--- config.mk ---
export PLATFORM = sky130hd
export DESIGN_NAME = period_match_timer
export DESIGN_NICKNAME = d
export VERILOG_FILES = /design/src/rtl/timer_pkg.sv /design/src/rtl/timer_channel.sv /design/src/rtl/period_match_timer.sv
export SDC_FILE = /design/constraint.sdc
export NUM_CORES = 1
export LEC_CHECK = 0
export BUFFER_PORTS_ARGS = -buffer_cell sky130_fd_sc_hd__buf_4
export CELL_PAD_IN_SITES_DETAIL_PLACEMENT = 1
export CELL_PAD_IN_SITES_GLOBAL_PLACEMENT = 2
export CORE_ASPECT_RATIO = 0.9
export CORE_MARGIN = 2
export CORE_UTILIZATION = 44
export DETAILED_ROUTE_END_ITERATION = 12
export PLACE_DENSITY_LB_ADDON = 0.1
export SYNTH_ARGS = -nofsm -noshare
export SYNTH_HDL_FRONTEND = slang
export SYNTH_SLANG_ARGS = --single-unit
--- constraint.sdc ---
create_clock -name core_clk -period 5 [get_ports core_clk]
set_clock_uncertainty 0.2 [all_clocks]
set_input_delay 1 -clock core_clk [delete_from_list [all_inputs] [get_ports core_clk]]
set_output_delay 1 -clock core_clk [all_outputs]
set_load 0.005 [all_outputs]
--- src/rtl/timer_pkg.sv ---
package timer_pkg;

    // register bus
    localparam int ADDR_W = 4;
    localparam int DATA_W = 8;
    localparam int MAX_TIMERS = 3;

    // per-timer window: index in addr[3:2], register in addr[1:0]
    localparam logic [1:0] REG_COUNT = 2'h0;
    localparam logic [1:0] REG_PERIOD = 2'h1;
    localparam logic [1:0] REG_CONTROL = 2'h2;
    localparam logic [3:0] ADDR_FLAGS = 4'hC;
    localparam logic [3:0] ADDR_ENABLES = 4'hD;

    // timer_control fields
    localparam int CTRL_PRE_LSB = 0;
    localparam int CTRL_RUN_BIT = 2;
    localparam int CTRL_POST_LSB = 3;
    localparam logic [7:0] CTRL_WRITE_MASK = 8'h7F;

    // reset values
    localparam logic [7:0] COUNT_RESET = 8'h00;
    localparam logic [7:0] PERIOD_RESET = 8'hFF;
    localparam logic [7:0] CONTROL_RESET = 8'h00;

    // prescale_select codes and terminal counts
    localparam logic [1:0] PRE_SEL_1 = 2'h0;
    localparam logic [1:0] PRE_SEL_4 = 2'h1;
    localparam logic [1:0] PRE_SEL_16 = 2'h2;
    localparam logic [5:0] PRE_LAST_1 = 6'h00;
    localparam logic [5:0] PRE_LAST_4 = 6'h03;
    localparam logic [5:0] PRE_LAST_16 = 6'h0F;
    localparam logic [5:0] PRE_LAST_64 = 6'h3F;

    // last oscillator phase of the four per instruction cycle
    localparam logic [1:0] INST_PHASE_LAST = 2'h3;

endpackage

--- src/rtl/timer_channel.sv ---
`timescale 1ns/1ps

module timer_channel (
    // clock and reset
    input wire logic core_clk,
    input wire logic reset_n,
    // timing
    input wire logic inst_tick,
    input wire logic sleep_mode,
    // register writes
    input wire logic count_wr,
    input wire logic period_wr,
    input wire logic control_wr,
    input wire logic [7:0] wdata,
    // state
    output logic [7:0] timer_count,
    output logic [7:0] period_value,
    output logic [7:0] timer_control,
    output logic match_pulse,
    output logic post_event
);

    logic [5:0] pre_count;
    logic [3:0] post_count;
    logic [5:0] pre_last;
    logic [1:0] pre_sel;
    logic [3:0] post_sel;
    logic scaler_clear;
    logic running;
    logic pre_done;
    logic count_step;
    logic at_match;
    logic post_done;

    assign pre_sel = timer_control[timer_pkg::CTRL_PRE_LSB +: 2];
    assign post_sel = timer_control[timer_pkg::CTRL_POST_LSB +: 4];
    assign pre_last = (pre_sel == timer_pkg::PRE_SEL_1) ? timer_pkg::PRE_LAST_1 :
                      (pre_sel == timer_pkg::PRE_SEL_4) ? timer_pkg::PRE_LAST_4 :
                      (pre_sel == timer_pkg::PRE_SEL_16) ? timer_pkg::PRE_LAST_16 :
                      timer_pkg::PRE_LAST_64;
    assign scaler_clear = count_wr | control_wr;
    assign running = timer_control[timer_pkg::CTRL_RUN_BIT] & ~sleep_mode;
    assign pre_done = (pre_count == pre_last);
    assign count_step = running & inst_tick & pre_done;
    assign at_match = (timer_count == period_value);
    assign post_done = (post_count == post_sel);

    always_ff @(posedge core_clk or negedge reset_n) begin
        if (!reset_n) begin
            pre_count <= 6'h00;
            post_count <= 4'h0;
            timer_count <= timer_pkg::COUNT_RESET;
            period_value <= timer_pkg::PERIOD_RESET;
            timer_control <= timer_pkg::CONTROL_RESET;
            match_pulse <= 1'b0;
            post_event <= 1'b0;
        end else begin
            match_pulse <= count_step & at_match & ~count_wr;
            post_event <= count_step & at_match & ~count_wr & post_done & ~control_wr;
            if (period_wr) begin
                period_value <= wdata;
            end
            if (control_wr) begin
                timer_control <= wdata & timer_pkg::CTRL_WRITE_MASK;
            end
            if (scaler_clear) begin
                pre_count <= 6'h00;
            end else if (running && inst_tick) begin
                pre_count <= pre_done ? 6'h00 : pre_count + 6'h01;
            end
            // software write wins over a same-cycle step
            if (count_wr) begin
                timer_count <= wdata;
            end else if (count_step) begin
                timer_count <= at_match ? 8'h00 : timer_count + 8'h01;
            end
            if (scaler_clear) begin
                post_count <= 4'h0;
            end else if (count_step && at_match) begin
                post_count <= post_done ? 4'h0 : post_count + 4'h1;
            end
        end
    end

endmodule

--- src/rtl/period_match_timer.sv ---
`timescale 1ns/1ps

module period_match_timer #(
    parameter int NUM_TIMERS = timer_pkg::MAX_TIMERS
) (
    // clock and reset
    input wire logic core_clk,
    input wire logic reset_n,
    // register port
    input wire logic [timer_pkg::ADDR_W-1:0] addr,
    input wire logic [timer_pkg::DATA_W-1:0] wdata,
    input wire logic wr_strobe,
    input wire logic rd_strobe,
    output logic [timer_pkg::DATA_W-1:0] rdata,
    // power state
    input wire logic sleep_mode,
    // to capture/compare/PWM units
    output logic [NUM_TIMERS-1:0] match_pulse,
    // to sync serial units
    output logic spi_shift_clk,
    // interrupt requests
    output logic [NUM_TIMERS-1:0] irq_request
);

    logic [1:0] inst_phase;
    logic inst_tick;
    logic [NUM_TIMERS-1:0] match_w;
    logic [NUM_TIMERS-1:0] post_w;
    logic [NUM_TIMERS-1:0] match_flag;
    logic [NUM_TIMERS-1:0] match_irq_enable;
    logic [NUM_TIMERS-1:0] next_match_flag;
    logic [NUM_TIMERS-1:0] count_wr_w;
    logic [7:0] count_w [NUM_TIMERS];
    logic [7:0] period_w [NUM_TIMERS];
    logic [7:0] control_w [NUM_TIMERS];
    logic [7:0] rd_part [NUM_TIMERS];
    logic flags_sel;
    logic enables_sel;
    logic [7:0] timers_rd;
    logic [7:0] status_rd;
    logic [7:0] next_rdata;
    logic any_wr;

    // instruction clock: one tick per four oscillator cycles
    assign inst_tick = (inst_phase == timer_pkg::INST_PHASE_LAST);

    always_ff @(posedge core_clk or negedge reset_n) begin
        if (!reset_n) begin
            inst_phase <= 2'h0;
        end else begin
            inst_phase <= inst_phase + 2'h1;
        end
    end

    assign flags_sel = (addr == timer_pkg::ADDR_FLAGS);
    assign enables_sel = (addr == timer_pkg::ADDR_ENABLES);
    assign any_wr = wr_strobe;

    genvar gi;
    generate
        for (gi = 0; gi < NUM_TIMERS; gi++) begin : g_timer
            logic win_sel;
            logic period_wr;
            logic control_wr;

            assign win_sel = (addr[3:2] == 2'(gi));
            assign count_wr_w[gi] = wr_strobe & win_sel & (addr[1:0] == timer_pkg::REG_COUNT);
            assign period_wr = wr_strobe & win_sel & (addr[1:0] == timer_pkg::REG_PERIOD);
            assign control_wr = wr_strobe & win_sel & (addr[1:0] == timer_pkg::REG_CONTROL);

            assign rd_part[gi] = !win_sel ? 8'h00 :
                                 (addr[1:0] == timer_pkg::REG_COUNT) ? count_w[gi] :
                                 (addr[1:0] == timer_pkg::REG_PERIOD) ? period_w[gi] :
                                 (addr[1:0] == timer_pkg::REG_CONTROL) ? control_w[gi] :
                                 8'h00;

            timer_channel u_channel (
                .core_clk(core_clk),
                .reset_n(reset_n),
                .inst_tick(inst_tick),
                .sleep_mode(sleep_mode),
                .count_wr(count_wr_w[gi]),
                .period_wr(period_wr),
                .control_wr(control_wr),
                .wdata(wdata),
                .timer_count(count_w[gi]),
                .period_value(period_w[gi]),
                .timer_control(control_w[gi]),
                .match_pulse(match_w[gi]),
                .post_event(post_w[gi])
            );
        end
    endgenerate

    // windows never overlap, so an OR merges them
    always_comb begin
        timers_rd = 8'h00;
        for (int i = 0; i < NUM_TIMERS; i++) begin
            timers_rd = timers_rd | rd_part[i];
        end
    end

    assign status_rd = flags_sel ? 8'(match_flag) :
                       enables_sel ? 8'(match_irq_enable) : 8'h00;
    assign next_rdata = rd_strobe ? (timers_rd | status_rd) : 8'h00;

    // hardware set beats a same-cycle software clear
    assign next_match_flag = ((wr_strobe && flags_sel) ? wdata[NUM_TIMERS-1:0] : match_flag)
                             | post_w;

    assign match_pulse = match_w;

    always_ff @(posedge core_clk or negedge reset_n) begin
        if (!reset_n) begin
            rdata <= 8'h00;
            match_flag <= '0;
            match_irq_enable <= '0;
            irq_request <= '0;
            spi_shift_clk <= 1'b0;
        end else begin
            rdata <= next_rdata;
            match_flag <= next_match_flag;
            if (wr_strobe && enables_sel) begin
                match_irq_enable <= wdata[NUM_TIMERS-1:0];
            end
            irq_request <= match_flag & match_irq_enable;
            // half rate of timer 0 matches gives a square shift clock
            spi_shift_clk <= spi_shift_clk ^ match_w[0];
        end
    end

    // assertions on timer 0 and the shared status logic
    a_inst_tick_rate: assert property (@(posedge core_clk) disable iff (!reset_n)
        inst_tick |=> !inst_tick [*3] ##1 inst_tick)
        else $error("instruction tick not every fourth cycle");

    a_match_cause: assert property (@(posedge core_clk) disable iff (!reset_n)
        match_w[0] |-> $past(count_w[0]) == $past(period_w[0]))
        else $error("match without equal count and period");

    a_match_zero_count: assert property (@(posedge core_clk) disable iff (!reset_n)
        match_w[0] |-> count_w[0] == 8'h00)
        else $error("count not zero after match");

    a_step_by_one: assert property (@(posedge core_clk) disable iff (!reset_n)
        ($past(inst_tick) && $past(control_w[0][2:0]) == 3'h4 && !$past(sleep_mode)
         && !$past(any_wr) && $past(count_w[0]) != $past(period_w[0]))
        |-> count_w[0] == $past(count_w[0]) + 8'h01)
        else $error("count did not step at 1:1 prescale");

    // at 1:4 a step is sixteen cycles from the next, so eight cycles later nothing moves
    a_prescale_four: assert property (@(posedge core_clk) disable iff (!reset_n)
        ($changed(count_w[0]) && !$past(any_wr) && !any_wr && control_w[0][2:0] == 3'h5)
        ##1 (!any_wr [*8]) |-> $stable(count_w[0]))
        else $error("count stepped early at 1:4 prescale");

    a_sleep_holds: assert property (@(posedge core_clk) disable iff (!reset_n)
        ($past(sleep_mode) && !$past(any_wr)) |-> $stable(count_w[0]) && $stable(period_w[0]))
        else $error("timer moved during sleep");

    a_run_halts: assert property (@(posedge core_clk) disable iff (!reset_n)
        (!$past(control_w[0][2]) && !$past(any_wr)) |-> $stable(count_w[0]) && !match_w[0])
        else $error("halted timer advanced");

    a_flag_set_wins: assert property (@(posedge core_clk) disable iff (!reset_n)
        $past(post_w[0]) |-> match_flag[0])
        else $error("postscaler event lost");

    a_irq_gating: assert property (@(posedge core_clk) disable iff (!reset_n)
        irq_request[0] |-> $past(match_flag[0]) && $past(match_irq_enable[0]))
        else $error("interrupt without flag and enable");

    a_read_count: assert property (@(posedge core_clk) disable iff (!reset_n)
        (rd_strobe && addr == 4'h0) |=> rdata == $past(count_w[0]))
        else $error("count read data wrong");

    a_post_only_match: assert property (@(posedge core_clk) disable iff (!reset_n)
        post_w[0] |-> match_w[0])
        else $error("postscaler event without match");

    a_write_clears_post: assert property (@(posedge core_clk) disable iff (!reset_n)
        count_wr_w[0] |=> !post_w[0])
        else $error("postscaler event right after count write");

    c_match: cover property (@(posedge core_clk) disable iff (!reset_n) match_w[0]);
    c_flag: cover property (@(posedge core_clk) disable iff (!reset_n) post_w[0]);
    c_irq: cover property (@(posedge core_clk) disable iff (!reset_n) irq_request[0]);
    c_set_clear: cover property (@(posedge core_clk) disable iff (!reset_n)
        post_w[0] && wr_strobe && flags_sel && !wdata[0]);

endmodule

### Word level (Yosys, flattened, before mapping)

Cells that the tools add are included.

| cells by class | value |
|---|---|
| $add $sub $neg | 10 |
| equal/unequal tests | 22 |
| mux-type cells | 52 |
| bitwise logic cells | 49 |
| reductions and logical operators | 22 |

Operators by type and width:

| cell | count |
|---|---|
| 8-bit 2-to-1 mux | 19 |
| 6-bit 2-to-1 mux | 18 |
| 4-bit 2-to-1 mux | 9 |
| 1-bit AND | 33 |
| 8-bit by 1-bit adder with 8-bit output (second input constant) | 3 |
| 8-bit == test | 3 |
| 7-bit 2-to-1 mux | 3 |
| 6-bit by 1-bit adder with 6-bit output (second input constant) | 3 |
| 6-bit == test | 3 |
| 2-bit nonzero test | 9 |
| 8-bit bitwise OR | 2 |
| 4-bit by 1-bit adder with 4-bit output (second input constant) | 3 |
| 2-bit == test (second input constant) | 6 |
| 4-bit == test | 3 |
| 2-bit by 1-bit == test with 1-bit output (second input constant) | 5 |
| 2-bit logical NOT | 5 |
| 3-bit 2-to-1 mux | 3 |
| 4-bit == test (second input constant) | 2 |
| 1-bit logical AND | 8 |
| 8-bit by 3-bit bitwise OR with 8-bit output | 1 |
| 1-bit NOT | 7 |
| 3-bit AND | 1 |
| 1-bit bitwise OR | 3 |
| 3-bit bitwise OR | 1 |
| 2 further kinds | 2 |

| word-level totals | value |
|---|---|
| bits in registers | 125 |
| input port bits | 17 |
| output and inout bits | 15 |
| logic and storage cells | 182 |

### Logic depth before layout (Yosys ltp)

| logic depth | value |
|---|---|
| depth after elaboration | 10 |
| mapped depth | 8 |
| mapped depth without buffers | 6 |

### Hierarchy

Synthesis repeated with hierarchy kept, for this count alone.

| second synthesis, totals | value |
|---|---|
| cells, all modules | 712 |
| area, all modules | 7422.1 µm² |

Modules (own cells, without submodules):

| module | instances | cells each | area each (µm²) | seq. area each (µm²) |
|---|---|---|---|---|
| timer_channel at g_timer[0].u_channel ... | 2 | 181 | 1958.1 | 885.8 |
| timer_channel at g_timer[2].u_channel | 1 | 191 | 1960.6 | 885.8 |
| period_match_timer | 1 | 159 | 1545.2 | 500.5 |

### Worst setup path after synthesis

Ideal clock, no wire load.

| path | value |
|---|---|
| path kind | input to register |
| from | input port addr[3] (netlist bit) |
| to | register g_timer[0].u_channel.period_value[0] |
| library setup time | 0.082 ns |
| data arrival time | 2.419 ns |
| required time | 4.718 ns |
| setup slack | 2.298 ns |
| stages on the path | 5 |
| buffers on the path | 2 |
| cells stage by stage | buf_2 > nand2b_1 > or4b_2 > clkbuf_1 > mux2_2 |

| on the way | value |
|---|---|
| word-level cells in the longest chain between the ends | 3 |

RTL lines:

| element | RTL line | text |
|---|---|---|
| start: declaration | period_match_timer.sv:10 | `input wire logic [timer_pkg::ADDR_W-1:0] addr,` |
| 2-bit logical NOT | period_match_timer.sv:66 | `assign win_sel = (addr[3:2] == 2'(gi));` |
| 1-bit AND (2 in a row) | period_match_timer.sv:68 | `assign period_wr = wr_strobe & win_sel & (addr[1:0] == timer_pkg::REG_PERIOD);` |
| end signal: assignment | timer_channel.sv:53 | `period_value <= timer_pkg::PERIOD_RESET;` |
| end signal: assignment | timer_channel.sv:61 | `period_value <= wdata;` |
| end: declaration | timer_channel.sv:17 | `output logic [7:0] period_value,` |

No other way between the ends.
A chain may end at the register's enable or synchronous reset.

### Final worst setup path

| path | value |
|---|---|
| from | input port addr[0] (netlist bit) |
| to | register g_timer[0].u_channel.timer_count[5] |

| on the way | value |
|---|---|
| word-level cells in the longest chain between the ends | 3 |
| elaborated cells between the ends (all ways) | 4 |
| those cells by class | 1 x mux; 1 x bitwise; 2 x reduce/logical |

RTL lines:

| element | RTL line | text |
|---|---|---|
| 2-bit logical NOT * | period_match_timer.sv:67 | `assign count_wr_w[gi] = wr_strobe & win_sel & (addr[1:0] == timer_pkg::REG_COUNT);` |
| 1-bit AND * | period_match_timer.sv:67 |  |
| 8-bit 2-to-1 mux / 2-bit nonzero test (equally long branches) | n/a |  |
| end signal: assignment | timer_channel.sv:52 | `timer_count <= timer_pkg::COUNT_RESET;` |
| end signal: assignment | timer_channel.sv:73 | `timer_count <= wdata;` |
| end signal: assignment | timer_channel.sv:75 | `timer_count <= at_match ? 8'h00 : timer_count + 8'h01;` |
| end: declaration | timer_channel.sv:16 | `output logic [7:0] timer_count,` |

Every way passes the cells marked *; elsewhere a longest branch is shown, timed or not.

==> impl_metrics.csv <==
group,metric,value,unit
grt,grt_max_degree,67,
floorplanning,start_util,44.5,%
clock_tree,cts_buffers,17,
floorplanning,coreArea,16000,µm²
setup_path,end_kind,"register",
placed_design,dpl_cell_area,7460,µm²
setup_path,required,5.10,ns
floorplanning,dieArea,17200,µm²
synthesis,synth_most_common_cell,"dfrtp_1",
grt,track_usage,26.2,%
floorplanning,ioPinCount,32,
setup_path,crit_type,"input pin to register",
timing,fin_tns_setup,0,ns
cells_and_area,final_area,8040,µm²
clock_tree,post_cts_buffers,0,
synthesis,yosysUniqueCellTypes,68,
timing,period_minus_slack,3.04,ns
pwr,p_leak,3.43,nW
detailed_routing,dr.pass1.iters,4,
pwr,totalPowerFinal,0.00332,W
grt,grt_overflow,0,
setup_path,rr_worst_depth,5,
detailed_routing,drt_wl_total,21100,µm
clock_tree,ctsHoldBuffers,0,
setup_path,slowest_stage,"nor4b_2",
floorplanning,die_w,138,µm
timing,setup_violations,0,
setup_path,r2r-end,"g_timer[0].u_channel.timer_count[0]",
setup_path,rrSetupSlack,2.26,ns
synthesis,ys_seq_area_share,44.4,%
cells_and_area,nNetsFinal,749,
clock_tree,clk_transition_reported_paths,0.05,ns
worst_hold_path,min_from,"inst_phase[0]",
synthesis,synth_edf_count,0,
cells_and_area,drive_above_1_share,21.1,%
synthesis,synth_common_cells,"dfrtp_1 (101), nor2_1 (58), mux2_2 (56)",
cells_and_area,fin_util,50.3,%
clock_tree,cts_resized,0,
cells_and_area,diodes,0,
detailed_routing,drc,0,
worst_hold_path,min_path_cells,1,
pwr,irDropWorstVdd,0.258,mV
detailed_routing,wl_per_cell,22.4,µm
clock_tree,h-tree-depth,4,
synthesis,synth_top_area_share,35.6,%
synthesis,synth_flop_cell,"dfrtp_1",
pwr,powerDensity,414,nW/µm²
clock_tree,cts_tree,"done",
placed_design,hpwl,14900,µm
placed_design,io_buffers,31,
timing,slew_headroom,16.5,%
detailed_routing,ant_nets,0,
synthesis,synth_area_per_cell,10.0,µm²
timing,hold_viol,0,
grt,antenna_found_initial,0,
floorplanning,num_rows,44,
job,cap_violations,0,
worst_hold_path,hold_path.class,"register to register",
synthesis,ys_top_cells_by_area,"dfrtp_1 (36%), dfstp_2 (8.9%), mux2_2 (8.9%)",
grt,grt_pass1_wl,34100,µm
synthesis,synth_top_cell_by_area,"dfrtp_1",
synthesis,yosys_warnings,0,
cells_and_area,syn_to_final_growth,13.1,%
synthesis,async_flop_share,100,%
clock_tree,cts_buffer_depth,2,
detailed_routing,first_iter_violations,360,
detailed_routing,vias_per_cell,6.05,
setup_path,regToRegStartpoint,"g_timer[0].u_channel.timer_control[1]",
synthesis,synth_area,7110,µm²
floorplanning,die_h,125,µm
run_status,outcome,"finished clean",
synthesis,syn_inst,709,
clock_tree,cts_sinks,125,
timing,rsz0062_at_grt,"false",
clock_tree,clockRootBuffer,"clkbuf_16",
synthesis,ys_ff_latch,125,
clock_tree,insertion_delay,0.42,ns
timing,slew_viol_final,0,
setup_path,worstPathMaxFanout,41,
timing,timing.final.crit_share,60.7,%
timing,max_freq,0.329,GHz
worst_hold_path,min_to,"inst_phase[0]",
timing,tightestPinTransition,1.24,ns
grt,grt_pass1_vias,5927,
setup_path,start_kind,"input pin",
placed_design,place_congestion,0.849,
setup_path,cp.arrival,3.14,ns
detailed_routing,num_vias,5696,
setup_path,path_cells,"buf_4 -> nor4b_2 -> nand2_1 -> and3_1 -> a22oi_1 -> nand3_1",
synthesis,synth.net_count,736,
cells_and_area,fill_cells,1765,
setup_path,critPathMaxStageDelay,0.74,ns
==> how the worst max path moves through the flow <==
stage	start	end	slack (ns)	cells after the start
final	addr[0]	g_timer[0].u_channel.timer_count[5]	1.96	6
after global routing	addr[0]	g_timer[0].u_channel.timer_count[5]	1.65	6
after CTS	addr[0]	g_timer[0].u_channel.timer_count[5]	1.99	6
after detailed placement	addr[0]	g_timer[0].u_channel.timer_count[5]	1.53	6
after global placement	addr[0]	g_timer[0].u_channel.timer_count[5]	1.66	6
after floorplan	addr[3]	g_timer[0].u_channel.period_value[0]	2.30	5
==> layout by cell type (no fill, tap or decap), drive strengths merged, types with 12 or more instances in the layout <==
cell type	n
buf	35
a21oi	36
inv	14
nand2	46
mux2	56
nand4	21
nor4	12
dfrtp	101
nand3	42
xor2	39
nor2	59
mux2i	18
o21ai	20
clkbuf	25
dfstp	24
xnor2	12
==> area by class of cell <==
cell class	count	area [µm²]	share of cell area, %
Multi-Input combinational cell	529	3720	46.3
Sequential cell	125	3160	39.3
Clock buffer	25	485	6.04
Timing Repair Buffer	35	275	3.43
Tap cell	207	259	3.22
Clock inverter	7	87.6	1.09
Inverter	14	52.6	0.654
==> through the flow <==
step	hold WS, ns	instances	worst slack (ns)
floorplan	0.201	709	2.30
global placement	0.212	910	1.66
detailed placement	0.229	910	1.53
CTS	0.242	942	1.99
global route	0.247	942	1.65
finish	0.229	942	1.96
==> power breakdown <==
group | leakage [nW] | internal [W] | total (W) | switching (W)
logic | 1.64 | 0.000325 | 0.000666 | 0.000341
registers | 1.51 | 0.00121 | 0.00144 | 0.000231
clock network | 0.281 | 0.000769 | 0.00122 | 0.000446
total | 3.43 | 0.00230 | 0.00332 | 0.00102
==> cell families (layout without fill, tap and decap cells) <==
| logic type | after synthesis | after routing | synth area share, % |
|---|---|---|---|
| compound gates | 140 | 140 | 13.8 |
| xor+xnor | 51 | 51 | 6.29 |
| fa+ha+maj | 10 | 10 | 1.76 |
| buf+inv | 55 | 81 | 3.24 |
| flops | 125 | 125 | 44.4 |
| mux | 75 | 75 | 11.7 |
| simple gates | 253 | 253 | 18.8 |
==> worst max-delay path, delay by kind of cell <==
family,cells,cell delay [ns]
compound gates,1,0.16
buf+inv,1,0.28
simple gates,4,1.66
==> per-layer routing <==
layer / vias up / GRT usage (%) / routed length, µm
met5: - / 0 / 0
met4: 0 / 7.80 / 301
met3: 26 / 4.76 / 892
met2: 101 / 39.1 / 9770
met1: 2930 / 38.6 / 10200
li1: 2639 / - / -
==> state kept, by name, indices dropped and copies added (netlist names) <==
| signal | cells |
|---|---|
| g_timer.u_channel.match_pulse | 3 |
| g_timer.u_channel.period_value | 24 |
| g_timer.u_channel.post_count | 12 |
| g_timer.u_channel.post_event | 3 |
| g_timer.u_channel.pre_count | 18 |
| g_timer.u_channel.timer_control | 21 |
| g_timer.u_channel.timer_count | 24 |
| inst_phase | 2 |
| irq_request | 3 |
| match_flag | 3 |
| match_irq_enable | 3 |
| rdata | 8 |
| spi_shift_clk | 1 |
Note: power is estimated with default switching activity, not from simulation.
